===== src/core/iap_pkg.sv =====
// Shared constants for the interrupt accept prioritizer
package iap_pkg;

  // Source groups: one control register each
  localparam int          IAP_NGRP    = 7;
  localparam int          IAP_NEXT    = 5;              // External request pins
  localparam int          IAP_NPER    = 5;              // Peripheral request lines
  localparam logic [2:0]  IAP_G_TMR   = 3'h0;           // All timers
  localparam logic [2:0]  IAP_G_SER   = 3'h1;           // Serial receive and transmit
  localparam int          IAP_G_EXT0  = 2;              // First external pin group

  // Register offsets
  localparam logic [7:0]  IAP_OFS_EOI    = 8'h02;
  localparam logic [7:0]  IAP_OFS_MASK   = 8'h08;
  localparam logic [7:0]  IAP_OFS_PLIM   = 8'h0a;
  localparam logic [7:0]  IAP_OFS_INSERV = 8'h0c;
  localparam logic [7:0]  IAP_OFS_REQST  = 8'h0e;
  localparam logic [7:0]  IAP_OFS_STATUS = 8'h10;
  localparam logic [7:0]  IAP_OFS_CTL0   = 8'h12;       // Group g at CTL0 + 2*g
  localparam logic [7:0]  IAP_CTL_STRIDE = 8'h02;

  // Control register fields
  localparam int          IAP_CTL_PRIO_LSB = 0;         // Three-bit priority
  localparam int          IAP_CTL_MASK_BIT = 3;
  localparam int          IAP_CTL_LVL_BIT  = 4;         // Level trigger select
  localparam int          IAP_CTL_SPECIAL_NESTED_MODE_BIT = 5;         // Special nested mode

  // EOI, status fields
  localparam int          IAP_EOI_NSPEC_BIT = 15;
  localparam int          IAP_ST_IF_BIT     = 0;
  localparam int          IAP_ST_LAT_BIT    = 1;        // Write one to clear
  localparam int          IAP_ST_REQ_BIT    = 2;

  // Reset values
  localparam logic [2:0]  IAP_PRIO_RST = 3'h7;
  localparam logic        IAP_MASK_RST = 1'b1;
  localparam logic [2:0]  IAP_PLIM_RST = 3'h7;

  // Timing: worst accepted latency, in core clocks
  localparam int          IAP_LATENCY_CYCLES = 69;

  // Vector types
  localparam logic [7:0]  IAP_VEC_STEP = 8'h01;
  localparam logic [7:0]  IAP_VEC_NMI  = 8'h02;
  localparam logic [IAP_NPER-1:0][7:0] IAP_PER_VEC =
    {8'h15, 8'h14, 8'h13, 8'h12, 8'h08};               // Tmr0..2, rx, tx from index 0
  localparam logic [IAP_NEXT-1:0][7:0] IAP_EXT_VEC =
    {8'h10, 8'h0f, 8'h0e, 8'h0d, 8'h0c};               // Pin 0 from index 0

  // Kind of vectoring sequence started
  typedef enum logic [1:0] {
    IAP_K_STEP,
    IAP_K_NMI,
    IAP_K_SW,
    IAP_K_MASKABLE
  } iap_kind_e;

endpackage


===== src/core/iap_prioritizer.sv =====
// Maskable interrupt collector, prioritizer and core acceptance gate
`timescale 1ns/1ps

module iap_prioritizer
  import iap_pkg::*;
(
  input  wire logic                clk,
  input  wire logic                sys_rst,
  // Register port
  input  wire logic [7:0]          reg_addr,
  input  wire logic [15:0]         reg_wdata,
  input  wire logic                reg_wr,
  input  wire logic                reg_rd,
  output logic      [15:0]         reg_rdata,
  // Request sources
  input  wire logic [IAP_NEXT-1:0] external_request_pins,
  input  wire logic [IAP_NPER-1:0] periph_req,
  // Core execution state
  input  wire logic                instr_boundary,
  input  wire logic                prefix_active,
  input  wire logic                seg_reg_load,
  input  wire logic                wait_suspended,
  input  wire logic                string_iter_boundary,
  input  wire logic                numerics_established,
  input  wire logic                refresh_cycle,
  input  wire logic                bus_hold_granted,
  input  wire logic                set_enable_flag_instr,
  input  wire logic                clear_enable_flag_instr,
  input  wire logic                interrupt_return_instr,
  input  wire logic                restored_enable_flag,
  input  wire logic                nmi_pin,
  input  wire logic                sw_trap_req,
  input  wire logic [7:0]          sw_trap_type,
  input  wire logic                single_step_flag,
  // Core vectoring outputs
  output logic                     core_intr_req,
  output logic                     vector_start,
  output logic [7:0]               vector_type,
  output logic [1:0]               vector_kind,
  output logic                     return_to_wait,
  output logic                     restore_last_prefix_only,
  output logic                     step_suppress,
  output logic                     enable_flag,
  output logic                     latency_overrun
);

  ////////////////////////////////////////////////////////////////////////////
  // Storage
  logic [IAP_NGRP-1:0][2:0] prio;            // Priority per group
  logic [IAP_NGRP-1:0]      mask_bits;       // Shared by mask and control regs
  logic [IAP_NEXT-1:0]      lvl_sel;         // Level trigger per pin
  logic [1:0]               special_nested_mode;            // Special nested, pins 0 and 1
  logic [2:0]               plim;            // Priority limit
  logic [IAP_NGRP-1:0]      insrv;           // In-service bits
  logic [IAP_NPER-1:0]      per_pend;        // Latched peripheral requests
  logic [IAP_NEXT-1:0]      ext_prev;        // Pin level one clock ago
  logic [IAP_NEXT-1:0]      ext_armed;       // Rising edge seen, pin still high
  logic                     nmi_prev;        // NMI pin one clock ago
  logic                     nmi_pend;        // Latched NMI edge
  logic                     sw_pend;         // Pending software trap
  logic [7:0]               sw_type_q;       // Its vector type
  logic                     seg_shadow;      // One-instruction deferral
  logic [1:0]               step_hold;       // Returns left before stepping
  logic [6:0]               lat_cnt;         // Cycles the request has waited

  ////////////////////////////////////////////////////////////////////////////
  // Combinational arbitration
  logic [IAP_NGRP-1:0]      grp_req;         // Raw request per group
  logic [IAP_NEXT-1:0]      ext_req;         // Pin requests, unlatched
  logic [IAP_NGRP-1:0]      elig;            // Enabled and allowed to nest
  logic                     isr_any;
  logic [2:0]               isr_min;         // Best in-service priority
  logic [2:0]               isr_top;         // Group holding it
  logic                     win_vld;
  logic [2:0]               win_grp;
  logic [2:0]               win_prio;
  logic [7:0]               win_vec;
  logic [IAP_NPER-1:0]      per_take;        // Peripheral line being served
  logic                     accept_pt;       // Core may vector now
  logic                     bus_free;
  logic                     step_req;
  logic                     take_step;
  logic                     take_nmi;
  logic                     take_sw;
  logic                     take_mask;
  logic                     take_any;
  logic                     all_three;
  logic                     mask_ok;
  logic [IAP_NGRP-1:0]      lvl_grp;         // Level select at group positions
  logic [IAP_NGRP-1:0]      special_nested_mode_grp;        // Special nested at group positions

  // Pin request forms, per pin
  genvar gp;
  generate
    for (gp = 0; gp < IAP_NEXT; gp++) begin : g_pin
      // Level mode: high alone requests; edge mode needs the armed edge
      assign ext_req[gp] = external_request_pins[gp] &
                           (lvl_sel[gp] | ext_armed[gp]);
      assign grp_req[IAP_G_EXT0+gp] = ext_req[gp];
    end
  endgenerate

  assign grp_req[IAP_G_TMR] = |per_pend[2:0];
  assign grp_req[IAP_G_SER] = |per_pend[4:3];

  // Pin-only bits spread over groups, zero for timers and serial
  assign lvl_grp  = {lvl_sel, {IAP_G_EXT0{1'b0}}};
  assign special_nested_mode_grp = {{(IAP_NEXT-2){1'b0}}, special_nested_mode, {IAP_G_EXT0{1'b0}}};

  // In-service summary for nesting
  always_comb begin
    isr_any = 1'b0;
    isr_min = 3'h7;
    isr_top = 3'h0;
    for (int g = 0; g < IAP_NGRP; g++) begin
      if (insrv[g] && (!isr_any || prio[g] < isr_min)) begin
        isr_any = 1'b1;
        isr_min = prio[g];
        isr_top = 3'(g);
      end
    end
  end

  // Eligibility and winner selection
  always_comb begin
    logic own_ok;
    logic lvl_ok;
    own_ok   = 1'b0;
    lvl_ok   = 1'b0;
    win_vld  = 1'b0;
    win_grp  = 3'h0;
    win_prio = 3'h7;
    for (int g = 0; g < IAP_NGRP; g++) begin
      // Own in-service bit blocks unless special nested on pins 0-1
      own_ok = !insrv[g] || special_nested_mode_grp[g];
      lvl_ok = !isr_any || prio[g] < isr_min ||
               (insrv[g] && own_ok && prio[g] == isr_min);
      elig[g] = grp_req[g] && !mask_bits[g] &&
                prio[g] <= plim && own_ok && lvl_ok;
      // Strictly better priority wins; ties keep lower group index
      if (elig[g] && (!win_vld || prio[g] < win_prio)) begin
        win_vld  = 1'b1;
        win_grp  = 3'(g);
        win_prio = prio[g];
      end
    end
  end

  // Vector and served line of the winning group
  always_comb begin
    per_take = '0;
    win_vec  = 8'h00;
    if (win_grp == IAP_G_TMR) begin
      // Lowest-numbered pending timer goes first
      if (per_pend[0]) begin
        per_take[0] = 1'b1;
        win_vec     = IAP_PER_VEC[0];
      end else if (per_pend[1]) begin
        per_take[1] = 1'b1;
        win_vec     = IAP_PER_VEC[1];
      end else begin
        per_take[2] = 1'b1;
        win_vec     = IAP_PER_VEC[2];
      end
    end else if (win_grp == IAP_G_SER) begin
      if (per_pend[3]) begin
        per_take[3] = 1'b1;
        win_vec     = IAP_PER_VEC[3];
      end else begin
        per_take[4] = 1'b1;
        win_vec     = IAP_PER_VEC[4];
      end
    end else begin
      win_vec = IAP_EXT_VEC[win_grp - 3'(IAP_G_EXT0)];
    end
  end

  // Presented only while a live winner exists: no fallback vector
  assign core_intr_req = win_vld;

  ////////////////////////////////////////////////////////////////////////////
  // Core acceptance gate
  // Prefixes belong to the next instruction, so a prefix boundary is no point
  assign accept_pt = (instr_boundary && !prefix_active) ||
                     string_iter_boundary ||
                     wait_suspended;
  assign bus_free  = !refresh_cycle && !bus_hold_granted;
  assign step_req  = instr_boundary && !prefix_active &&
                     single_step_flag && !step_suppress;
  assign all_three = step_req && nmi_pend && sw_pend;

  // Maskable path: enable flag, segment shadow and numerics all gate it
  assign mask_ok   = win_vld && enable_flag &&
                     !seg_shadow && !seg_reg_load &&
                     !numerics_established;

  // Nonmaskable ones ignore every mask
  always_comb begin
    take_step = 1'b0;
    take_nmi  = 1'b0;
    take_sw   = 1'b0;
    take_mask = 1'b0;
    if (accept_pt && bus_free) begin
      if (all_three) begin
        take_sw = 1'b1;
      end else if (step_req) begin
        take_step = 1'b1;
      end else if (nmi_pend) begin
        take_nmi = 1'b1;
      end else if (sw_pend) begin
        take_sw = 1'b1;
      end else if (mask_ok) begin
        take_mask = 1'b1;
      end
    end
  end
  assign take_any = take_step | take_nmi | take_sw | take_mask;

  ////////////////////////////////////////////////////////////////////////////
  // Vectoring outputs, registered one clock after acceptance
  always_ff @(posedge clk) begin
    if (sys_rst) begin
      vector_start             <= 1'b0;
      vector_type              <= 8'h00;
      vector_kind              <= IAP_K_STEP;
      return_to_wait           <= 1'b0;
      restore_last_prefix_only <= 1'b0;
    end else begin
      vector_start             <= take_any;
      return_to_wait           <= take_any && wait_suspended;
      restore_last_prefix_only <= take_any && string_iter_boundary;
      if (take_step) begin
        vector_type <= IAP_VEC_STEP;
        vector_kind <= IAP_K_STEP;
      end else if (take_nmi) begin
        vector_type <= IAP_VEC_NMI;
        vector_kind <= IAP_K_NMI;
      end else if (take_sw) begin
        vector_type <= sw_type_q;
        vector_kind <= IAP_K_SW;
      end else if (take_mask) begin
        vector_type <= win_vec;
        vector_kind <= IAP_K_MASKABLE;
      end
    end
  end

  // Interrupt enable flag; vectoring clears and wins over instructions
  always_ff @(posedge clk) begin
    if (sys_rst) begin
      enable_flag <= 1'b0;
    end else if (take_any) begin
      enable_flag <= 1'b0;
    end else if (interrupt_return_instr) begin
      enable_flag <= restored_enable_flag;
    end else if (set_enable_flag_instr) begin
      enable_flag <= 1'b1;
    end else if (clear_enable_flag_instr) begin
      enable_flag <= 1'b0;
    end
  end

  // Segment load shadow: cleared by the following instruction boundary
  always_ff @(posedge clk) begin
    if (sys_rst) begin
      seg_shadow <= 1'b0;
    end else if (instr_boundary && !prefix_active) begin
      seg_shadow <= seg_reg_load;
    end
  end

  // Step suppression across the software and NMI routines
  always_ff @(posedge clk) begin
    if (sys_rst) begin
      step_hold     <= 2'h0;
      step_suppress <= 1'b0;
    end else if (take_sw && all_three) begin
      step_hold     <= 2'h2;
      step_suppress <= 1'b1;
    end else if (interrupt_return_instr && step_suppress) begin
      // Stepping resumes once both routines have returned
      step_hold     <= step_hold - 2'h1;
      step_suppress <= (step_hold != 2'h1);
    end
  end

  // NMI edge latch and pending software trap
  always_ff @(posedge clk) begin
    if (sys_rst) begin
      nmi_prev  <= 1'b0;
      nmi_pend  <= 1'b0;
      sw_pend   <= 1'b0;
      sw_type_q <= 8'h00;
    end else begin
      nmi_prev <= nmi_pin;
      // A new edge wins over the clear of the one being served
      if (nmi_pin && !nmi_prev) begin
        nmi_pend <= 1'b1;
      end else if (take_nmi) begin
        nmi_pend <= 1'b0;
      end
      if (sw_trap_req) begin
        sw_pend   <= 1'b1;
        sw_type_q <= sw_trap_type;
      end else if (take_sw) begin
        sw_pend <= 1'b0;
      end
    end
  end

  ////////////////////////////////////////////////////////////////////////////
  // Request capture
  // Peripheral lines are sticky until served; a new pulse beats the clear
  always_ff @(posedge clk) begin
    if (sys_rst) begin
      per_pend <= '0;
    end else begin
      per_pend <= periph_req |
                  (per_pend & ~(take_mask ? per_take : '0));
    end
  end

  // Pin edge arming: needs one low clock, drops as soon as the pin falls
  always_ff @(posedge clk) begin
    if (sys_rst) begin
      ext_prev  <= '1;          // Pin high at reset is not an edge
      ext_armed <= '0;
    end else begin
      ext_prev <= external_request_pins;
      for (int p = 0; p < IAP_NEXT; p++) begin
        if (!external_request_pins[p]) begin
          ext_armed[p] <= 1'b0;
        end else if (!ext_prev[p]) begin
          ext_armed[p] <= 1'b1;
        end else if (take_mask && win_grp == 3'(IAP_G_EXT0 + p)) begin
          ext_armed[p] <= 1'b0;
        end
      end
    end
  end

  ////////////////////////////////////////////////////////////////////////////
  // In-service bits: set on acknowledge, cleared by end-of-interrupt
  always_ff @(posedge clk) begin
    if (sys_rst) begin
      insrv <= '0;
    end else begin
      for (int g = 0; g < IAP_NGRP; g++) begin
        if (take_mask && win_grp == 3'(g)) begin
          insrv[g] <= 1'b1;
        end else if (reg_wr && reg_addr == IAP_OFS_EOI) begin
          if (reg_wdata[IAP_EOI_NSPEC_BIT]) begin
            // Nonspecific: retire the best in-service source
            if (isr_any && isr_top == 3'(g)) begin
              insrv[g] <= 1'b0;
            end
          end else if (reg_wdata[2:0] == 3'(g)) begin
            insrv[g] <= 1'b0;
          end
        end
      end
    end
  end

  // Latency watchdog while the core leaves a request waiting
  always_ff @(posedge clk) begin
    if (sys_rst) begin
      lat_cnt         <= 7'h00;
      latency_overrun <= 1'b0;
    end else begin
      if (!win_vld || !enable_flag || take_any) begin
        lat_cnt <= 7'h00;
      end else if (lat_cnt != 7'(IAP_LATENCY_CYCLES)) begin
        lat_cnt <= lat_cnt + 7'h01;
      end
      // New overrun wins over a software clear
      if (lat_cnt == 7'(IAP_LATENCY_CYCLES) && win_vld && enable_flag) begin
        latency_overrun <= 1'b1;
      end else if (reg_wr && reg_addr == IAP_OFS_STATUS &&
                   reg_wdata[IAP_ST_LAT_BIT]) begin
        latency_overrun <= 1'b0;
      end
    end
  end

  ////////////////////////////////////////////////////////////////////////////
  // Register writes: control registers and mask register share mask bits
  always_ff @(posedge clk) begin
    if (sys_rst) begin
      prio      <= {IAP_NGRP{IAP_PRIO_RST}};
      mask_bits <= {IAP_NGRP{IAP_MASK_RST}};
      lvl_sel   <= '0;
      special_nested_mode      <= '0;
      plim      <= IAP_PLIM_RST;
    end else if (reg_wr) begin
      if (reg_addr == IAP_OFS_MASK) begin
        mask_bits <= reg_wdata[IAP_NGRP-1:0];
      end
      if (reg_addr == IAP_OFS_PLIM) begin
        plim <= reg_wdata[2:0];
      end
      for (int g = 0; g < IAP_NGRP; g++) begin
        if (reg_addr == IAP_OFS_CTL0 + 8'(g) * IAP_CTL_STRIDE) begin
          prio[g]      <= reg_wdata[IAP_CTL_PRIO_LSB +: 3];
          mask_bits[g] <= reg_wdata[IAP_CTL_MASK_BIT];
        end
      end
      // Pin-only fields walked per pin, so no index runs below zero
      for (int p = 0; p < IAP_NEXT; p++) begin
        if (reg_addr == IAP_OFS_CTL0 + 8'(IAP_G_EXT0 + p) * IAP_CTL_STRIDE) begin
          lvl_sel[p] <= reg_wdata[IAP_CTL_LVL_BIT];
        end
      end
      for (int s = 0; s < 2; s++) begin
        if (reg_addr == IAP_OFS_CTL0 + 8'(IAP_G_EXT0 + s) * IAP_CTL_STRIDE) begin
          special_nested_mode[s] <= reg_wdata[IAP_CTL_SPECIAL_NESTED_MODE_BIT];
        end
      end
    end
  end

  // Register reads: data stands only in the cycle after the strobe
  always_ff @(posedge clk) begin
    if (sys_rst) begin
      reg_rdata <= 16'h0000;
    end else begin
      reg_rdata <= 16'h0000;                                         // Unmapped reads zero
      if (reg_rd) begin
        unique case (reg_addr)
          IAP_OFS_MASK:   reg_rdata[IAP_NGRP-1:0] <= mask_bits;
          IAP_OFS_PLIM:   reg_rdata[2:0]          <= plim;
          IAP_OFS_INSERV: reg_rdata[IAP_NGRP-1:0] <= insrv;
          IAP_OFS_REQST:  reg_rdata[IAP_NGRP-1:0] <= grp_req;
          IAP_OFS_STATUS: begin
            reg_rdata[IAP_ST_IF_BIT]  <= enable_flag;
            reg_rdata[IAP_ST_LAT_BIT] <= latency_overrun;
            reg_rdata[IAP_ST_REQ_BIT] <= win_vld;
          end
          default: begin
            for (int g = 0; g < IAP_NGRP; g++) begin
              if (reg_addr == IAP_OFS_CTL0 + 8'(g) * IAP_CTL_STRIDE) begin
                reg_rdata[IAP_CTL_PRIO_LSB +: 3] <= prio[g];
                reg_rdata[IAP_CTL_MASK_BIT]      <= mask_bits[g];
                reg_rdata[IAP_CTL_LVL_BIT]       <= lvl_grp[g];
                reg_rdata[IAP_CTL_SPECIAL_NESTED_MODE_BIT]      <= special_nested_mode_grp[g];
              end
            end
          end
        endcase
      end
    end
  end

endmodule // iap_prioritizer


===== config.mk =====
export PLATFORM = sky130hd
export DESIGN_NAME = iap_prioritizer
export DESIGN_NICKNAME = d
export VERILOG_FILES = /design/src/core/iap_pkg.sv /design/src/core/iap_prioritizer.sv
export SDC_FILE = /design/constraint.sdc
export NUM_CORES = 1
export LEC_CHECK = 0
export ABC_AREA = 1
export BUFFER_PORTS_ARGS = -buffer_cell sky130_fd_sc_hd__buf_4
export CORE_ASPECT_RATIO = 0.75
export CORE_MARGIN = 4
export CORE_UTILIZATION = 59
export CTS_CLUSTER_SIZE = 10
export DETAILED_ROUTE_END_ITERATION = 6
export GPL_ROUTABILITY_DRIVEN = 0
export PLACE_DENSITY_LB_ADDON = 0.2
export SYNTH_ARGS = -nofsm -noshare
export SYNTH_HDL_FRONTEND = slang
export SYNTH_SLANG_ARGS = --single-unit

===== constraint.sdc =====
create_clock -name clk -period 13.5 [get_ports clk]
set_clock_uncertainty 0.2 [all_clocks]
set_input_delay 2.7 -clock clk [delete_from_list [all_inputs] [get_ports clk]]
set_output_delay 2.7 -clock clk [all_outputs]
set_load 0.01 [all_outputs]

==> flow_summary_export.csv, run 1 <==
group,metric,value,unit
run_status,status,"finished clean",
cts,cts_htree_levels,3,
detailed_routing,num_vias,7710,
critical_path,path_common_cell,"nand2_1",
detailed_routing,drtAntennaViolNets,0,
grt,grt-ovfl-total,0,
finish,fillers,1065,
critical_path,cp-end-kind,"flip-flop",
synthesis,synth_area_leaders,"dfxtp_1 29%, nand2_1 10%, inv_1 8.1%, ha_1 8.1%, nor2_1 6.4%",
synthesis,synth_ff_type,"dfxtp_1",
floorplanning,io_pins,94,
place,dp_hpwl,16900,um
grt,busiest_layer,"met1",
detailed_routing,drt_first_pass_iters,6,
power,ir_drop,64.0,uV
finish,drive_above_1_share,16.6,%
synthesis,synth_top_area_share,28.6,%
hold_path,min_path_type,"flip-flop to flip-flop",
grt,grt_antenna_before_repair,0,
finish,antenna_cells,0,
grt,grt_max_degree,42,
power,clkPwrFrac,40.7,%
floorplanning,initial_core_util,61.5,%
synthesis,synthXorXnorAreaFrac,0.482,%
synthesis,synth_top_area_cell,"dfxtp_1",
critical_path,cp_slowest_cell,"dfxtp_2",
cts,root_buffer,"clkbuf_16",
synthesis,synth_commonest_cells,"203 x nand2_1, 157 x inv_1, 124 x nor2_1",
grt,grt.total_usage,30.0,%
detailed_routing,via_per_inst,5.75,
finish,fin_cells,1340,
power,netSwitchingFraction,25.0,%
floorplanning,die_area,14200,um2
power,p_seq_share,50.5,%
grt,grt_pass1_wl,34300,um
synthesis,synthCells,1085,
floorplanning,core_area,11800,um2
synthesis,synth-adder-area-share,8.09,%
power,p_int,0.000472,W
power,p_total,0.000628,W
synthesis,synth_area_per_cell,6.70,um2
cts,cts_max_path_buffers,2,
place,dpl.cell_count,1320,
place,port-buffer-count,76,
power,p_sw,0.000157,W
timing,finalSetupViolations,0,
detailed_routing,wl_per_cell,16.1,um
synthesis,yosysWarnings,0,
synthesis,yosysMostFrequentCell,"nand2_1",
synthesis,synth-edff-count,0,
synthesis,synth_compound_area_share,20.4,%
critical_path,critPathLaunchType,"flip-flop",
synthesis,async_flop_share,0,%
critical_path,path_max_fanout,9,
finish,area_growth,15.4,%
finish,layout.nets,1281,
synthesis,synth_top_family_by_area,"simple AND/OR/NAND/NOR gates",
grt,use_met3,8.80,%
timing,fin_crit,12.28,ns
power,power.leakage,4.02,nW
floorplanning,die_h,104,um
place,post_dp_cell_area,7990,um2
timing,fin_crit_sh,91.0,%
timing,hold-worst-slack,0.213,ns
finish,stdcell_area,8390,um2
cts,cts_tree,"built",
job,drv_cap,0,
critical_path,arrival,12.37,ns
synthesis,synth-simple-area-share,30.5,%
timing,finalHoldViolations,0,
grt,use_met2,41.3,%
power,p_comb_share,8.8,%
cts,clkLatencyLatePin,0.35,ns
timing,fmax,81.4,MHz
synthesis,synthMuxAreaShare,0,%
synthesis,yosysUniqueCellTypes,55,
cts,path_clk_slew,0.07,ns
timing,slew_headroom,33.9,%
floorplanning,std_cell_rows,34,
critical_path,critPathRequiredTime,13.59,ns
power,cellPowerDensity,74.9,nW/um2
cts,cts.sinks,104,
grt,met1_usage,45.8,%
floorplanning,fp.dieW,136,um
cts,hold_buffers,0,
synthesis,syn_area,7270,um2
timing,tightest_slew,0.984,ns
synthesis,ys_ff_latch,104,
detailed_routing,initialDrtViolationCount,900,
critical_path,critPathKind,"flip-flop to flip-flop",
timing,slew_viol_final,0,
critical_path,slowest_delay,0.44,ns
detailed_routing,routed_wl,21600,um
detailed_routing,drc_errors,0,
cts,cts_made_buffers,9,
synthesis,synth-seq-area-share,28.6,%
grt,grt_pass1_vias,6755,
## worst max-delay path, delay by kind of cell, from the launching register on
kind	cells	cell delay, ns
AOI/OAI and AO/OA	13	1.10
adders and majority gates	13	3.58
buffers and inverters	14	0.76
DFF	1	0.44
and+or+nand+nor	82	6.16
## power groups by stage
stage                     registers (W)  logic [W]  clock network [W]
after floorplan                0.000324  0.0000306                  0
after global placement         0.000324  0.0000527                  0
after detailed placement       0.000324  0.0000537                  0
after CTS                      0.000317  0.0000541           0.000256
after global routing           0.000318  0.0000611           0.000269
final                          0.000317  0.0000555           0.000255
## metrics by stage
stage | util (%) | setup slack, ns | setup TNS [ns]
2_1_floorplan | - | 1.54 | 0
3_3_place_gp | 67.6 | 0.314 | 0
3_5_place_dp | 67.6 | 0.152 | 0
4_1_cts | 70.0 | 0.130 | 0
5_1_grt | 71.0 | -0.0488 | -0.0488
6_report | 71.0 | 1.22 | 0
## path summary, 6_finish.rpt
| path | start | endpoint | slack, ns | depth (start not counted) |
|---|---|---|---|---|
| worst min-delay path | ext_prev[4] | ext_armed[4] | 0.21 | 1 |
| worst max-delay path | prio[2] | vector_type[0] | 1.22 | 122 |
| worst max register to register | prio[2] | vector_type[0] | 1.22 | 122 |
| worst min register to register | ext_prev[4] | ext_armed[4] | 0.21 | 1 |
## repair_timing
item	4_1_cts	5_1_grt
setup buffers	0	4
resized for setup	0	33
endpoints found under the setup margin	0	22
## cells by family (layout without fill, tap and decap cells)
kind of cell               Yosys count  in the layout
buffers and inverters              202            287
xor gates and xnor gates             4              4
AOI/OAI and AO/OA                  240            240
other                                1              9
adders and majority gates           47             47
and+or+nand+nor                    487            487
DFF                                104            104
## layout by cell type, fill, tap and decap left out, drive strengths merged, types with 2 or more instances in the layout
cell type  netlist  layout
o311ai           2       2
buf             16      95
a32o             4       4
nor2           125     125
a32oi            2       2
clkinv           9      11
nor4             2       2
nand4           13      13
a41oi            2       2
a311oi           2       2
a211oi           7       7
o21ai           84      84
o21a             2       2
nand3           86      86
a221oi          11      11
a21boi           3       3
nand3b           2       2
xor2             3       3
a22o             2       2
a2111oi          5       5
o22ai            9       9
or2              7       7
clkbuf           9      11
o31ai            7       7
nand2          239     239
ha              47      47
o221ai           7       7
conb             1       9
nor3            12      12
inv            167     169
dfxtp          104     104
a31oi            4       4
a21oi           70      70
o211ai          16      16
## sequential cells by signal, summed over array words and instances, names as in the netlist, 3 cells and up
| name | count |
|---|---|
| insrv | 7 |
| prio | 21 |
| vector_type | 8 |
| ext_prev | 5 |
| lvl_sel | 5 |
| per_pend | 5 |
| ext_armed | 5 |
| mask_bits | 7 |
| lat_cnt | 7 |
| reg_rdata | 7 |
| plim | 3 |
| sw_type_q | 8 |
## final cells by class
type                       instances  area [um2]  share of cell area (%)
multi-input combinational        787        4430                    52.8
sequential                       104        2090                    24.9
timing repair buffer              95         713                    8.50
inverter                         176         663                    7.90
clock buffer                      11         253                    3.01
tap                              162         203                    2.42
clock inverter                     5        38.8                   0.462
## per-layer routing
layer  part of all wire (%)  vias to the layer above  routed length [um]
met5                      0                        -                   0
met3                     13                       40                2800
li1                       -                     3792                   -
met4                    1.6                        0                 354
met1                     45                     3432                9790
met2                     40                      446                8600
Power figures use the tool's default switching activity.
==> run 2, diff against run 1 <==
--- a/config.mk
+++ b/config.mk
@@ -9,7 +9,7 @@
 export BUFFER_PORTS_ARGS = -buffer_cell sky130_fd_sc_hd__buf_4
 export CORE_ASPECT_RATIO = 0.75
 export CORE_MARGIN = 4
-export CORE_UTILIZATION = 59
+export CORE_UTILIZATION = 47
 export CTS_CLUSTER_SIZE = 10
 export DETAILED_ROUTE_END_ITERATION = 6
 export GPL_ROUTABILITY_DRIVEN = 0
==> run 2 against run 1 <==
Sequential cell count unchanged. Die area up 24%. Cell area up 0.92%. Maximum frequency up 0.27%. Power about the same. Sequential power about the same. Register-to-register slack better by 0.03 ns. Critical path type unchanged.
==> flow_summary_export.csv, run 2 (synthesis results as in run 1) <==
group,metric,value,unit
critical_path,path_delay_family,"simple AND/OR/NAND/NOR gates",
detailed_routing,drc_errors,0,
floorplanning,core_area,15200,um2
critical_path,critPathLaunchType,"flip-flop",
cts,postCtsSetupRepairBufs,0,
critical_path,critPathRequiredTime,13.59,ns
finish,final_common_cell,"nand2_1",
floorplanning,die_area,17500,um2
grt,use_met2,34.1,%
finish,top_regs,"prio: 21 flops, sw_type_q: 8 flops, vector_type: 8 flops",
cts,postCtsResizedCells,0,
place,port-buffer-count,76,
place,dp_hpwl,17800,um
detailed_routing,via_per_inst,5.44,
finish,fin_cells,1393,
critical_path,path_max_fanout,9,
detailed_routing,num_vias,7578,
cts,path_clk_slew,0.07,ns
timing,fin_crit_sh,90.7,%
floorplanning,initial_core_util,47.9,%
run_status,status,"finished clean",
critical_path,r2r_slack,1.25,ns
grt,met1_usage,40.8,%
critical_path,cp_slowest_cell,"dfxtp_1",
detailed_routing,routed_wl,22400,um
cts,clkLatencyLatePin,0.35,ns
timing,fin_crit,12.25,ns
power,cellPowerDensity,74.2,nW/um2
finish,area_growth,16.5,%
finish,drive_above_1_share,16.3,%
finish,fillers,1521,
timing,slew_headroom,28.8,%
grt,grt_max_degree,42,
place,pre_cts_ws,0.228,ns
timing,tightest_slew,1.06,ns
job,drv_cap,0,
floorplanning,std_cell_rows,39,
grt,grt.total_usage,25.2,%
timing,finalSetupViolations,0,
floorplanning,fp.dieW,152,um
grt,use_met3,5.86,%
finish,layout.nets,1291,
floorplanning,io_pins,94,
cts,cts_htree_levels,3,
critical_path,cp-end-kind,"flip-flop",
timing,rsz0062_at_grt,"false",
grt,grt_pass1_wl,34700,um
cts,hold_buffers,0,
timing,fin_tns_setup,0,ns
power,power.leakage,4.07,nW
critical_path,path_common_cell,"nand2_1",
finish,antenna_cells,0,
grt,grt_pass1_vias,6412,
finish,layout_common_cells,"203 x nand2_1, 157 x inv_1, 123 x nor2_1",
power,ir_drop,57.4,uV
hold_path,min_path_type,"flip-flop to flip-flop",
finish,largest_register,"prio",
timing,fin_ws,1.25,ns
cts,root_buffer,"clkbuf_16",
timing,slew_viol_final,0,
detailed_routing,initialDrtViolationCount,727,
grt,grt-ovfl-total,0,
cts,cts_max_path_buffers,2,
grt,grt_antenna_before_repair,0,
finish,largest_register_ffs,21,
critical_path,critPathKind,"flip-flop to flip-flop",
detailed_routing,drt_first_pass_iters,5,
critical_path,arrival,12.34,ns
critical_path,slowest_delay,0.46,ns
detailed_routing,drtAntennaViolNets,0,
detailed_routing,wl_per_cell,16.1,um
place,dpl.cell_count,1377,
timing,fmax,81.6,MHz
grt,busiest_layer,"met1",
cts,cts.sinks,104,
floorplanning,die_h,116,um
cts,cts_made_buffers,9,
cts,cts_tree,"built",
power,p_total,0.000628,W
timing,finalHoldViolations,0,
critical_path,cp_num_buf_inv,13,
run 2: final timing paths:
kind,start,to,depth (start not counted)
hold reg to reg,ext_prev[0],ext_armed[0],1
setup reg to reg,prio[2],vector_type[0],118
setup / recovery,prio[2],vector_type[0],118
hold / removal,ext_prev[0],ext_armed[0],1
run 2: layer usage:
metal  routed length [um]  share of wire [%]
met3                 2540                 11
met5                    0                  0
met1                11000                 49
met4                  175               0.78
met2                 8670                 39
run 2: layout make-up:
type | count | area, um2 | share of cell area [%]
clock buffers | 9 | 225 | 2.66
clock inverters | 7 | 60.1 | 0.709
inverters | 176 | 663 | 7.83
multi-input cells | 787 | 4390 | 51.8
flip-flops and latches | 104 | 2090 | 24.6
well taps | 205 | 256 | 3.03
repair buffers | 105 | 788 | 9.31
run 2: report_power, final:
group	internal, W	switching (W)	leakage, nW
Sequential	0.000313	0.00000421	0.847
Combinational	0.0000220	0.0000336	3.08
Clock	0.000129	0.000126	0.143
run 2: per-stage QoR:
| step | util [%] | hold slack [ns] | area, um2 |
|---|---|---|---|
| after CTS | 55.6 | 0.215 | 8430 |
| after detailed placement | 53.7 | 0.200 | 8150 |
| final | 55.8 | 0.216 | 8470 |
| after floorplan | - | 0.194 | 7300 |
| after global placement | 53.7 | 0.198 | 8150 |
| after global routing | 55.8 | 0.234 | 8470 |
==> run 3, diff against run 2 <==
--- a/config.mk
+++ b/config.mk
@@ -7,6 +7,7 @@
 export LEC_CHECK = 0
 export ABC_AREA = 1
 export BUFFER_PORTS_ARGS = -buffer_cell sky130_fd_sc_hd__buf_4
+export CAP_MARGIN = 5
 export CORE_ASPECT_RATIO = 0.75
 export CORE_MARGIN = 4
 export CORE_UTILIZATION = 47
@@ -14,6 +15,8 @@
 export DETAILED_ROUTE_END_ITERATION = 6
 export GPL_ROUTABILITY_DRIVEN = 0
 export PLACE_DENSITY_LB_ADDON = 0.2
+export RECOVER_POWER = 100
+export SLEW_MARGIN = 20
 export SYNTH_ARGS = -nofsm -noshare
 export SYNTH_HDL_FRONTEND = slang
 export SYNTH_SLANG_ARGS = --single-unit
==> run 3 against run 2 <==
Largest cell class unchanged. Wire length shrank 0.13%. Highest routed layer unchanged. Critical endpoint unchanged. Sequential cell count is the same. The flow now finishes with violations (max-capacitance violations, max-slew violations). Combinational power shrank 2%.
==> flow_summary_export.csv, run 3 (synthesis results as in run 1) <==
group,metric,value,unit
floorplanning,initial_core_util,47.9,%
critical_path,arrival,12.34,ns
floorplanning,std_cell_rows,39,
detailed_routing,drt_first_pass_iters,5,
timing,slew_viol_final,81,
timing,fin_crit_sh,90.7,%
floorplanning,io_pins,94,
finish,largest_register_ffs,21,
finish,multiInputGateArea,4380,um2
critical_path,r2r_start,"prio[2]",
hold_path,worstHoldEndpoint,"ext_armed[0]",
power,p_total,0.000626,W
job,drv_cap,2,
timing,fmax,81.7,MHz
place,pre_cts_ws,0.228,ns
cts,cts.sinks,104,
floorplanning,core_area,15200,um2
finish,stdcell_area,8350,um2
critical_path,cp-end-kind,"flip-flop",
power,cellPowerDensity,75.0,nW/um2
cts,path_clk_slew,0.07,ns
cts,hold_buffers,0,
finish,top_regs,"prio: 21 flops, sw_type_q: 8 flops, vector_type: 8 flops",
detailed_routing,num_vias,7554,
detailed_routing,initialDrtViolationCount,767,
timing,fin_crit,12.24,ns
timing,finalSetupViolations,0,
critical_path,critPathKind,"flip-flop to flip-flop",
timing,rsz0062_at_grt,"false",
grt,grt-ovfl-total,0,
timing,finalHoldViolations,0,
grt,grt_pass1_vias,6412,
cts,cts_tree,"built",
timing,hold-worst-slack,0.216,ns
grt,grt_pass1_wl,34700,um
run_status,status,"finished, violations left",
cts,postCtsResizedCells,0,
floorplanning,die_area,17500,um2
place,post_dp_cell_area,8150,um2
critical_path,cp_slowest_cell,"dfxtp_1",
critical_path,path_common_cell,"nand2_1",
critical_path,r2r_slack,1.26,ns
run_status,violations,"max-capacitance violations, max-slew violations",
critical_path,crit_path_start,"prio[2]",
critical_path,worst_r2r_endpoint,"vector_type[0]",
grt,grt_max_degree,42,
floorplanning,fp.dieW,152,um
critical_path,slowest_delay,0.46,ns
floorplanning,die_h,116,um
hold_path,hold_start,"ext_prev[0]",
critical_path,path_max_fanout,9,
cts,root_buffer,"clkbuf_16",
timing,tightest_slew,2.05,ns
cts,cts_max_path_buffers,2,
cts,cts_htree_levels,3,
finish,layout_common_cells,"203 x nand2_1, 158 x inv_1, 124 x nor2_1",
detailed_routing,wl_per_cell,16.1,um
hold_path,min_path_type,"flip-flop to flip-flop",
detailed_routing,routed_wl,22400,um
grt,grt_antenna_before_repair,0,
critical_path,critPathLaunchType,"flip-flop",
cts,postCtsSetupRepairBufs,0,
timing,fin_ws,1.26,ns
critical_path,critPathRequiredTime,13.59,ns
finish,drive_above_1_share,13.6,%
critical_path,worst-r2r-cell-count,107,
power,ir_drop,57.4,uV
finish,area_growth,14.9,%
finish,largest_register,"prio",
timing,slew_headroom,-36.5,%
grt,grt.total_usage,25.2,%
detailed_routing,via_per_inst,5.42,
cts,cts_made_buffers,9,
place,dp_hpwl,17800,um
finish,seq_area,2090,um2
finish,fillers,1559,
timing,fin_tns_setup,0,ns
finish,layout.nets,1291,
detailed_routing,drtAntennaViolNets,0,
hold_path,hold_depth,1,
place,port-buffer-count,76,
detailed_routing,drc_errors,0,
finish,final_common_cell,"nand2_1",
cts,clkLatencyLatePin,0.36,ns
power,power.leakage,3.94,nW
finish,antenna_cells,0,
[run 3: final cells by class]
class	instances	share of cell area (%)
repair buffers	105	8.18
multi-input cells	787	52.4
well taps	205	3.07
inverters	176	7.94
clock buffers	9	2.70
clock inverters	7	0.719
flip-flops and latches	104	25.0
[run 3: critical path, delay by kind of cell (launching register included)]
kind,cells,cell delay [ns]
AOI/OAI and AO/OA,14,2.08
adders and majority gates,12,3.43
buffers and inverters,12,1.04
DFF,1,0.46
and+or+nand+nor,69,4.97
[run 3: routing by layer]
layer | global-route usage [%] | vias up | wire length, um
met5 | 0 | - | 0
met4 | 3.53 | 0 | 145
met3 | 5.86 | 12 | 2620
met2 | 34.1 | 343 | 8700
met1 | 40.8 | 3386 | 10900
li1 | - | 3813 | -
[run 3: worst max-delay path by stage]
stage	endpoint	slack, ns
6_report	vector_type[0]	1.26
5_1_grt	vector_type[0]	0.02
4_1_cts	vector_type[0]	0.18
3_5_place_dp	vector_type[0]	0.23
3_3_place_gp	vector_type[0]	0.30
2_1_floorplan	vector_type[0]	1.54
[run 3: per-stage QoR]
step / instances / util, %
floorplan: 1093 / -
CTS: 1393 / 55.6
global placement: 1377 / 53.7
finish: 1393 / 55.0
global route: 1393 / 55.0
detailed placement: 1377 / 53.7
[run 3: report_power, final]
group          switching, W  leakage (nW)  internal (W)  total [W]
clock              0.000126         0.143      0.000129   0.000255
sequential       0.00000402         0.847      0.000313   0.000317
combinational     0.0000335          2.95     0.0000207  0.0000543
total              0.000164          3.94      0.000463   0.000626
